`src/hw/ibv_pkg.sv`:
```
// Shared constants, register map and types for the I/O bus vectoring block
package ibv_pkg;
  localparam int CLK_KHZ = 125000;
  localparam int SYNC_WAIT_MS = 50;
  localparam int SYNC_WAIT_CYC = SYNC_WAIT_MS * CLK_KHZ;
  localparam logic [7:0] OFF_CMD = 8'h00;
  localparam logic [7:0] OFF_PSW = 8'h04;
  localparam logic [7:0] OFF_LOC = 8'h08;
  localparam logic [7:0] OFF_STAT = 8'h0c;
  localparam logic [7:0] OFF_SAVE0 = 8'h10;
  localparam logic [7:0] OFF_SAVE1 = 8'h14;
  localparam logic [7:0] OFF_SAVE2 = 8'h18;
  localparam logic [7:0] OFF_SAVE3 = 8'h1c;
  localparam logic [7:0] OFF_CFG = 8'h20;
  localparam logic [7:0] OFF_DATA = 8'h24;
  localparam int CMD_GO_BIT = 31;
  localparam int CMD_REL_BIT = 30;
  localparam int STS_FSYNC_BIT = 0;
  localparam int STS_PRIV_BIT = 1;
  localparam int STS_BAD_BIT = 2;
  localparam int PSW_IE_BIT = 14;
  localparam int PSW_PROB_BIT = 8;
  localparam int ENTRY_AUTO_BIT = 0;
  localparam logic [9:0] DEV_MIN = 10'h001;
  localparam logic [9:0] DEV_MAX = 10'h3ff;
  localparam logic [9:0] DEV_SELECTOR_CHANNEL = 10'h0f0;
  localparam logic [9:0] DEV_LIM_MIN = 10'h0ff;
  localparam logic [9:0] DEV_LIM_MID = 10'h1ff;
  localparam logic [23:0] TABLE_BASE = 24'h0000d0;
  localparam logic [23:0] TABLE_END_MIN = 24'h0002cf;
  localparam logic [23:0] TABLE_END_MAX = 24'h0008cf;
  localparam logic [7:0] FALSE_SYNC_STS = 8'h04;
  localparam logic [3:0] CC_FALSE_SYNC = 4'h4;
  localparam logic [27:0] NEW_PSW_HI = 28'h0000280;
  localparam logic [1:0] CFG_RST = 2'h2;
  localparam logic [1:0] RESP_OKAY = 2'h0;
  localparam logic [1:0] RESP_SLVERR = 2'h2;

  typedef enum logic [2:0] {ST_IDLE, ST_SEL, ST_READY, ST_ACK, ST_FETCH} ibv_state_type;

  typedef struct packed {
    logic en;
    logic [7:0] addr;
    logic [31:0] data;
    logic [3:0] strb;
  } ibv_wr_type;

  typedef struct packed {
    logic aw_ok;
    logic [7:0] awaddr;
    logic w_ok;
    logic [31:0] wdata;
    logic [3:0] wstrb;
    logic bvalid;
    logic [1:0] bresp;
    logic rvalid;
    logic [31:0] rdata;
    logic [1:0] rresp;
  } ibv_axil_type;

  typedef struct packed {
    ibv_state_type st;
    logic [31:0] cnt;
    logic [9:0] dev;
    logic addr_drv;
    logic ack;
    logic pause;
    logic [31:0] program_status_word;
    logic [31:0] location_counter;
    logic [3:0][31:0] save;
    logic [1:0] cfg;
    logic [7:0] sts;
    logic fsync;
    logic priv_err;
    logic bad_dev;
    logic [9:0] devnum;
    logic [7:0] devsts;
    logic mem_req;
    logic [23:0] mem_addr;
    logic auto_stb;
    logic [9:0] auto_dev;
    logic [7:0] data_out;
    logic data_stb;
  } ibv_core_type;

  function automatic logic [9:0] dev_limit(input logic [1:0] cfg);
    case (cfg)
      2'h0: dev_limit = DEV_LIM_MIN;
      2'h1: dev_limit = DEV_LIM_MID;
      default: dev_limit = DEV_MAX;
    endcase
  endfunction

  function automatic logic dev_ok(input logic [9:0] dev, input logic [1:0] cfg);
    dev_ok = (dev >= DEV_MIN) && (dev <= dev_limit(cfg));
  endfunction

  function automatic logic [23:0] entry_addr(input logic [9:0] dev);
    entry_addr = TABLE_BASE + {13'h0000, dev, 1'b0};
  endfunction

  function automatic logic [31:0] merge(input logic [31:0] old, input logic [31:0] nw,
                                        input logic [3:0] strb);
    for (int i = 0; i < 4; i++) begin
      merge[i*8 +: 8] = strb[i] ? nw[i*8 +: 8] : old[i*8 +: 8];
    end
  endfunction
endpackage

```
`src/hw/ibv_io_vector.sv`:
```
// I/O bus select, sync time-out and attention vectoring through the pointer table
`timescale 1ns/10ps
module ibv_io_vector import ibv_pkg::*; #(
  parameter int SYNC_WAIT = SYNC_WAIT_CYC
) (
  input wire logic CLK_SYS,
  input wire logic RST_N,
  input wire logic [7:0] S_AXI_AWADDR,
  input wire logic S_AXI_AWVALID,
  output logic S_AXI_AWREADY,
  input wire logic [31:0] S_AXI_WDATA,
  input wire logic [3:0] S_AXI_WSTRB,
  input wire logic S_AXI_WVALID,
  output logic S_AXI_WREADY,
  output logic [1:0] S_AXI_BRESP,
  output logic S_AXI_BVALID,
  input wire logic S_AXI_BREADY,
  input wire logic [7:0] S_AXI_ARADDR,
  input wire logic S_AXI_ARVALID,
  output logic S_AXI_ARREADY,
  output logic [31:0] S_AXI_RDATA,
  output logic [1:0] S_AXI_RRESP,
  output logic S_AXI_RVALID,
  input wire logic S_AXI_RREADY,
  output logic [9:0] IO_ADDR,
  output logic IO_ADDR_VALID,
  input wire logic IO_SYNC,
  input wire logic IO_ATTN,
  output logic ACK_CHAIN_OUT,
  input wire logic [9:0] IO_DEVNUM,
  input wire logic [7:0] IO_DEVSTS,
  output logic [7:0] IO_DATA,
  output logic IO_DATA_STB,
  input wire logic EXEC_END,
  output logic SEQ_PAUSE,
  output logic MEM_REQ,
  output logic [23:0] MEM_ADDR,
  input wire logic MEM_ACK,
  input wire logic [15:0] MEM_RDATA,
  output logic AUTO_STB,
  output logic [9:0] AUTO_DEV
);
  localparam logic [31:0] SYNC_LAST = 32'(SYNC_WAIT - 1);

  ibv_core_type q;
  ibv_core_type d;
  ibv_wr_type wr;
  logic [7:0] rd_addr;
  logic [31:0] rd_data;
  logic rd_hit;
  logic wr_hit;
  logic prob;
  logic take_attn;
  logic sync_lost;
  logic vec_done;

  ibv_axil u_axil (
    .clk(CLK_SYS),
    .rst_n(RST_N),
    .awaddr(S_AXI_AWADDR),
    .awvalid(S_AXI_AWVALID),
    .awready(S_AXI_AWREADY),
    .wdata(S_AXI_WDATA),
    .wstrb(S_AXI_WSTRB),
    .wvalid(S_AXI_WVALID),
    .wready(S_AXI_WREADY),
    .bresp(S_AXI_BRESP),
    .bvalid(S_AXI_BVALID),
    .bready(S_AXI_BREADY),
    .araddr(S_AXI_ARADDR),
    .arvalid(S_AXI_ARVALID),
    .arready(S_AXI_ARREADY),
    .rdata(S_AXI_RDATA),
    .rresp(S_AXI_RRESP),
    .rvalid(S_AXI_RVALID),
    .rready(S_AXI_RREADY),
    .wr(wr),
    .wr_hit(wr_hit),
    .rd_addr(rd_addr),
    .rd_data(rd_data),
    .rd_hit(rd_hit)
  );

  assign IO_ADDR = q.dev;
  assign IO_ADDR_VALID = q.addr_drv;
  assign ACK_CHAIN_OUT = q.ack;
  assign SEQ_PAUSE = q.pause;
  assign IO_DATA = q.data_out;
  assign IO_DATA_STB = q.data_stb;
  assign MEM_REQ = q.mem_req;
  assign MEM_ADDR = q.mem_addr;
  assign AUTO_STB = q.auto_stb;
  assign AUTO_DEV = q.auto_dev;

  assign prob = q.program_status_word[PSW_PROB_BIT];
  assign wr_hit = (wr.addr <= OFF_DATA);
  // Attention is taken only between instructions and only while no select is open
  assign take_attn = (q.st == ST_IDLE) && IO_ATTN && EXEC_END && q.program_status_word[PSW_IE_BIT];
  assign sync_lost = !IO_SYNC && (q.cnt == SYNC_LAST);
  assign vec_done = (q.st == ST_FETCH) && MEM_ACK;

  always_comb begin
    rd_hit = 1'b1;
    case ({rd_addr[7:2], 2'b00})
      OFF_CMD: rd_data = {q.st != ST_IDLE, 21'h000000, q.dev};
      OFF_PSW: rd_data = q.program_status_word;
      OFF_LOC: rd_data = q.location_counter;
      OFF_STAT: rd_data = {13'h0000, q.pause, q.st == ST_READY, q.addr_drv, q.sts, 5'h00,
                           q.bad_dev, q.priv_err, q.fsync};
      OFF_SAVE0: rd_data = q.save[0];
      OFF_SAVE1: rd_data = q.save[1];
      OFF_SAVE2: rd_data = q.save[2];
      OFF_SAVE3: rd_data = q.save[3];
      OFF_CFG: rd_data = {30'h00000000, q.cfg};
      OFF_DATA: rd_data = {24'h000000, q.data_out};
      default: begin
        rd_data = 32'h00000000;
        rd_hit = 1'b0;
      end
    endcase
  end

  always_comb begin
    d = q;
    d.data_stb = 1'b0;
    d.auto_stb = 1'b0;
    // Software effects first so that a hardware event in the same cycle wins
    if (wr.en) begin
      case (wr.addr)
        OFF_PSW: d.program_status_word = merge(q.program_status_word, wr.data, wr.strb);
        OFF_LOC: d.location_counter = merge(q.location_counter, wr.data, wr.strb);
        OFF_CFG: d.cfg = wr.strb[0] ? wr.data[1:0] : q.cfg;
        OFF_STAT: begin
          d.fsync = q.fsync & ~wr.data[STS_FSYNC_BIT];
          d.priv_err = q.priv_err & ~wr.data[STS_PRIV_BIT];
          d.bad_dev = q.bad_dev & ~wr.data[STS_BAD_BIT];
        end
        default: d.st = q.st;
      endcase
    end
    case (q.st)
      ST_IDLE: begin
        if (take_attn) begin
          d.st = ST_ACK;
          d.ack = 1'b1;
          d.pause = 1'b1;
          d.cnt = 32'h00000000;
        end
      end
      ST_SEL: begin
        d.cnt = q.cnt + 32'h00000001;
        if (IO_SYNC) begin
          d.st = ST_READY;
        end else if (sync_lost) begin
          d.st = ST_IDLE;
          d.addr_drv = 1'b0;
          d.fsync = 1'b1;
          d.sts = FALSE_SYNC_STS;
          d.program_status_word[3:0] = CC_FALSE_SYNC;
        end
      end
      ST_READY: begin
        d.cnt = 32'h00000000;
      end
      ST_ACK: begin
        d.cnt = q.cnt + 32'h00000001;
        if (IO_SYNC) begin
          d.ack = 1'b0;
          d.devnum = IO_DEVNUM;
          d.devsts = IO_DEVSTS;
          if (dev_ok(IO_DEVNUM, q.cfg)) begin
            d.st = ST_FETCH;
            d.mem_req = 1'b1;
            d.mem_addr = entry_addr(IO_DEVNUM);
          end else begin
            d.st = ST_IDLE;
            d.bad_dev = 1'b1;
            d.pause = 1'b0;
          end
        end else if (sync_lost) begin
          d.st = ST_IDLE;
          d.ack = 1'b0;
          d.pause = 1'b0;
          d.fsync = 1'b1;
          d.sts = FALSE_SYNC_STS;
          d.program_status_word[3:0] = CC_FALSE_SYNC;
        end
      end
      ST_FETCH: begin
        if (MEM_ACK) begin
          d.st = ST_IDLE;
          d.mem_req = 1'b0;
          d.pause = 1'b0;
          if (MEM_RDATA[ENTRY_AUTO_BIT]) begin
            d.auto_stb = 1'b1;
            d.auto_dev = q.devnum;
          end else begin
            d.save[0] = q.program_status_word;
            d.save[1] = q.location_counter;
            d.save[2] = {22'h000000, q.devnum};
            d.save[3] = {24'h000000, q.devsts};
            d.program_status_word = {NEW_PSW_HI, q.devsts[3:0]};
            d.location_counter = {16'h0000, MEM_RDATA};
          end
        end
      end
      default: d.st = ST_IDLE;
    endcase
    // Commands need supervisor state; a refused one only raises a flag
    if (wr.en && (wr.addr == OFF_CMD || wr.addr == OFF_DATA) && prob) begin
      d.priv_err = 1'b1;
    end else if (wr.en && wr.addr == OFF_CMD) begin
      if (wr.data[CMD_GO_BIT] && q.st == ST_IDLE && d.st == ST_IDLE) begin
        if (dev_ok(wr.data[9:0], q.cfg)) begin
          d.st = ST_SEL;
          d.dev = wr.data[9:0];
          d.addr_drv = 1'b1;
          d.cnt = 32'h00000000;
        end else begin
          d.bad_dev = 1'b1;
        end
      end else if (wr.data[CMD_REL_BIT] && q.st == ST_READY) begin
        d.st = ST_IDLE;
        d.addr_drv = 1'b0;
      end
    end else if (wr.en && wr.addr == OFF_DATA && q.st == ST_READY) begin
      d.data_out = wr.data[7:0];
      d.data_stb = 1'b1;
    end
  end

  always_ff @(posedge CLK_SYS or negedge RST_N) begin
    if (!RST_N) begin
      q <= '0;
      q.cfg <= CFG_RST;
    end else begin
      q <= d;
    end
  end

  dev_nonzero_a: assert property (@(posedge CLK_SYS) disable iff (!RST_N)
    IO_ADDR_VALID |-> (IO_ADDR != 10'h000)) else $error("zero device addressed");
  sel_sync_a: assert property (@(posedge CLK_SYS) disable iff (!RST_N)
    (q.st == ST_SEL) && IO_SYNC |=> (q.st == ST_READY) && IO_ADDR_VALID)
    else $error("sync did not complete select");
  false_sync_a: assert property (@(posedge CLK_SYS) disable iff (!RST_N)
    (q.st == ST_SEL) && sync_lost |=> q.fsync && (q.sts == 8'h04) && (q.program_status_word[3:0] == 4'h4))
    else $error("false sync not reported");
  addr_release_a: assert property (@(posedge CLK_SYS) disable iff (!RST_N)
    (q.st == ST_SEL) && sync_lost |=> !IO_ADDR_VALID && !IO_DATA_STB)
    else $error("address held after time-out");
  ack_enable_a: assert property (@(posedge CLK_SYS) disable iff (!RST_N)
    $rose(ACK_CHAIN_OUT) |-> $past(q.program_status_word[PSW_IE_BIT]) && $past(EXEC_END) && SEQ_PAUSE)
    else $error("acknowledge without permission");
  table_addr_a: assert property (@(posedge CLK_SYS) disable iff (!RST_N)
    $rose(MEM_REQ) |-> (MEM_ADDR == TABLE_BASE + {13'h0000, q.devnum, 1'b0})
      && (MEM_ADDR < TABLE_END_MAX)) else $error("bad table entry address");
  new_status_a: assert property (@(posedge CLK_SYS) disable iff (!RST_N)
    vec_done && !MEM_RDATA[0] |=> (q.program_status_word == {28'h0000280, q.devsts[3:0]})
      && (q.location_counter == {16'h0000, $past(MEM_RDATA)}) && !q.program_status_word[PSW_IE_BIT])
    else $error("new status or location wrong");
  save_regs_a: assert property (@(posedge CLK_SYS) disable iff (!RST_N)
    vec_done && !MEM_RDATA[0] |=> (q.save[0] == $past(q.program_status_word)) && (q.save[1] == $past(q.location_counter))
      && (q.save[2] == {22'h000000, q.devnum})) else $error("state not saved");
  auto_path_a: assert property (@(posedge CLK_SYS) disable iff (!RST_N)
    vec_done && MEM_RDATA[0] |=> AUTO_STB && (AUTO_DEV == q.devnum) ##1 !AUTO_STB)
    else $error("auto channel not started");
  priv_cmd_a: assert property (@(posedge CLK_SYS) disable iff (!RST_N)
    wr.en && (wr.addr == OFF_CMD) && prob && (q.st == ST_IDLE) && !take_attn
      |=> !IO_ADDR_VALID && q.priv_err) else $error("command in problem state");
endmodule

```
`src/hw/ibv_axil.sv`:
```
// AXI4-Lite slave front end for the vectoring block registers
`timescale 1ns/10ps
module ibv_axil import ibv_pkg::*; (
  input wire logic clk,
  input wire logic rst_n,
  input wire logic [7:0] awaddr,
  input wire logic awvalid,
  output logic awready,
  input wire logic [31:0] wdata,
  input wire logic [3:0] wstrb,
  input wire logic wvalid,
  output logic wready,
  output logic [1:0] bresp,
  output logic bvalid,
  input wire logic bready,
  input wire logic [7:0] araddr,
  input wire logic arvalid,
  output logic arready,
  output logic [31:0] rdata,
  output logic [1:0] rresp,
  output logic rvalid,
  input wire logic rready,
  output ibv_wr_type wr,
  input wire logic wr_hit,
  output logic [7:0] rd_addr,
  input wire logic [31:0] rd_data,
  input wire logic rd_hit
);
  ibv_axil_type q;
  ibv_axil_type d;

  // One write in flight; address and data may arrive in either order
  assign awready = !q.aw_ok && !q.bvalid;
  assign wready = !q.w_ok && !q.bvalid;
  assign arready = !q.rvalid;
  assign bvalid = q.bvalid;
  assign bresp = q.bresp;
  assign rvalid = q.rvalid;
  assign rdata = q.rdata;
  assign rresp = q.rresp;
  assign rd_addr = araddr;
  assign wr.en = q.aw_ok && q.w_ok && !q.bvalid;
  assign wr.addr = {q.awaddr[7:2], 2'b00};
  assign wr.data = q.wdata;
  assign wr.strb = q.wstrb;

  always_comb begin
    d = q;
    if (awvalid && awready) begin
      d.aw_ok = 1'b1;
      d.awaddr = awaddr;
    end
    if (wvalid && wready) begin
      d.w_ok = 1'b1;
      d.wdata = wdata;
      d.wstrb = wstrb;
    end
    if (wr.en) begin
      d.aw_ok = 1'b0;
      d.w_ok = 1'b0;
      d.bvalid = 1'b1;
      d.bresp = wr_hit ? RESP_OKAY : RESP_SLVERR;
    end
    if (q.bvalid && bready) begin
      d.bvalid = 1'b0;
    end
    if (arvalid && arready) begin
      d.rvalid = 1'b1;
      d.rdata = rd_hit ? rd_data : 32'h00000000;
      d.rresp = rd_hit ? RESP_OKAY : RESP_SLVERR;
    end else if (q.rvalid && rready) begin
      d.rvalid = 1'b0;
    end
  end

  always_ff @(posedge clk or negedge rst_n) begin
    if (!rst_n) begin
      q <= '0;
    end else begin
      q <= d;
    end
  end
endmodule

```
`config.mk`:
```
export PLATFORM = sky130hd
export DESIGN_NAME = ibv_io_vector
export DESIGN_NICKNAME = d
export VERILOG_FILES = /design/src/hw/ibv_pkg.sv /design/src/hw/ibv_io_vector.sv /design/src/hw/ibv_axil.sv
export SDC_FILE = /design/constraint.sdc
export NUM_CORES = 1
export LEC_CHECK = 0
export CAP_MARGIN = 20
export CORE_UTILIZATION = 45
export CTS_CLUSTER_DIAMETER = 50
export DETAILED_ROUTE_END_ITERATION = 8
export DONT_BUFFER_PORTS = 1
export PLACE_DENSITY = 0.57
export SYNTH_ARGS = -nofsm -noshare
export SYNTH_HDL_FRONTEND = slang
export SYNTH_HIERARCHICAL = 1
export SYNTH_SLANG_ARGS = --single-unit
export TNS_END_PERCENT = 1
```
`constraint.sdc`:
```
create_clock -name CLK_SYS -period 2.62 [get_ports CLK_SYS]
set_input_delay 0.393 -clock CLK_SYS [delete_from_list [all_inputs] [get_ports CLK_SYS]]
set_output_delay 0.393 -clock CLK_SYS [all_outputs]
set_load 0.05 [all_outputs]
```
==> results.md <==
- Outcome: finished, violations left
- Failing checks: DRC, hold timing
- Clock slew at reported path FFs: 0.06 ns
- Cts repair resizes: 0
- Mapped Area: 0.0163 mm2
- Total power: 15200 uW
- RSZ-0062 raised after global routing: false
- DR pass1 iterations: 9
- CTS root buffer: clkbuf_16
- Synthesized instance count: 1656
- Slew headroom: 52.0%
- Fmax: 445 MHz
- Area Growth Syn to Fin: 12.2%
- Internal: 10800 uW
- Switch Pwr: 4390 uW
- Clock share of power: 40.2%
- Wire per inst: 19.6 um
- Worst R2R Setup Slack: 0.37 ns
- Die outline area: 0.0371 mm2
- Largest net degree at the start of global routing: 331
- Critical Path End Type: register
- H-tree Lvls: 2
- Via Count: 11700
- Initial DRC Count: 950
- Worst-Margin Slew: 0.718 ns
- Crit path cell chain: inv_1 -> ha_1 -> nand2_1 -> nor3_1 -> a21oi_1 -> nor3_4 -> buf_12 -> mux2_2
- Die height: 193 um
- Number of global-route vias before repair: 11400
- Stages on worst setup path: 8
- Critical Path RT: 3.05 ns
- Port bufs: 0
- # fillers: 3212
- Post-CTS Repair Setup Buffers: 0
- Clk sink count: 330
- Synth Area per Inst: 9.87 um2
- DR vias/cell: 5.51
- Reg power frac: 45.5%
- Critical path's largest stage delay: 0.54 ns
- # rows: 69
- Initial antenna violation count: 1
- Comb pwr share: 14.4%
- Die X-Extent: 193 um
- Fin. Hold Viols: 330
- Final setup fails: 0
- RR Startpoint: q[75]
- CP max stage cell: dfstp_2
- CTS tree: done
- Util after Layout: 51.4%
- Synth Warn #: 6
- Final WL: 41.4 mm
- R2R depth: 8
- Number of buffers inserted by hold repair at cts: 78
- RePlAce Congestion: 0.852
- Max Slew Vio Count: 0
- Setup Crit Path Kind: register to register
- Total track usage: 22.8%
- Starting density of the core: 45.8%
- Fin nets: 1725
- Layout cells sized above 1: 13.9%
- Hold Slack: -0.437 ns
- DP HPWL: 26.7 mm
- Most common cell after layout, fill and taps aside: nand2_1
- Tcrit/Tclk final: 85.8%
- Reg-to-Reg End: IO_ADDR[8]
- Most frequent cells in the layout: nand2_1, dfrtp_1, mux2i_1
- CP max FO: 34
- Fin Clk Skew: 0.0152 ns
- Worst EP arrival: 2.68 ns
- Fin crit period: 2.25 ns
- Worst Hold Class: primary input to async pin
- P_leak: 0.00885 uW
- Switching share of power: 28.8%
- Core ar.: 0.0357 mm2
- Clock Path Buffers: 3
- Buf+Inv Stages, Crit Path: 2
- Gr ovfl total: 0
- # DRC: 44
- Setup tns final: 0 ns
- I/O Pins: 196
- CTS buffer count: 42
- Detail Route Antenna Nets: 0
- First-pass GRT wire length: 65.5 mm
- Worst-Skew Late Latency: 0.56 ns
- Peak VDD IR: 0.000380 V
- CP Launch Type: register
- Total of max-cap violations: 0
- CP top delay family: flip-flops
- Power per cell area: 830 mW/mm2
==> power by group through the flow <==
stage | sequential [uW] | combinational [uW] | clock (uW)
2_1_floorplan | 6410 | 2480 | 0
3_3_place_gp | 6980 | 2040 | 0
3_5_place_dp | 6990 | 2080 | 0
4_1_cts | 6910 | 2200 | 6240
5_1_grt | 7040 | 2400 | 6460
6_report | 6920 | 2180 | 6110
==> worst reg2reg max path: stages (launching register included) <==
cell and delay (ns):
dfstp_2 0.54, inv_1 0.09, ha_1 0.31, nand2_1 0.05
nor3_1 0.17, a21oi_1 0.13, nor3_4 0.25, buf_12 0.23
mux2_2 0.36
==> registers in the layout, indices dropped and copies added (netlist names), 2 cells and up <==
signal	cells
u_axil/rdata	32
u_axil/q	2
IO_DATA	8
AUTO_DEV	10
q	204
u_axil/wr	42
IO_ADDR	10
MEM_ADDR	11
==> final cells by class <==
type / count / area [um2] / area share [%]
Sequential cell: 330 / 8260 / 45.0
Multi-Input combinational cell: 1074 / 6570 / 35.8
Timing Repair Buffer: 131 / 1280 / 6.97
Clock buffer: 61 / 1270 / 6.91
Tap cell: 461 / 577 / 3.15
Clock inverter: 14 / 219 / 1.19
Inverter: 43 / 161 / 0.880
Antenna cell: 2 / 5.00 / 0.0273
==> how the worst max path moves through the flow <==
stage | startpoint | to | slack (ns)
floorplan | u_axil/bvalid | IO_ADDR[2] | 0.31
global placement | S_AXI_ARADDR[5] | u_axil/rdata[23] | 0.35
detailed placement | S_AXI_ARADDR[5] | u_axil/rdata[23] | 0.35
CTS | q[75] | IO_ADDR[9] | 0.37
global route | q[308] | q[239] | 0.20
finish | q[75] | IO_ADDR[8] | 0.37
==> stage by stage <==
step                      setup slack [ns]  std cells  instance area (um2)
final                                0.373       2116                18300
after global routing                 0.205       2115                18300
after detailed placement             0.349       1961                16100
after CTS                            0.373       2114                18300
after global placement               0.351       1961                16100
after floorplan                      0.305       1671                16400
==> metal layers <==
metal  track usage, %  share of wire, %
met5                0                 0
met4             6.63               2.2
met3             6.18               7.0
met2             34.4                44
met1             32.2                46
No activity file was read; power rests on OpenSTA's default activity.
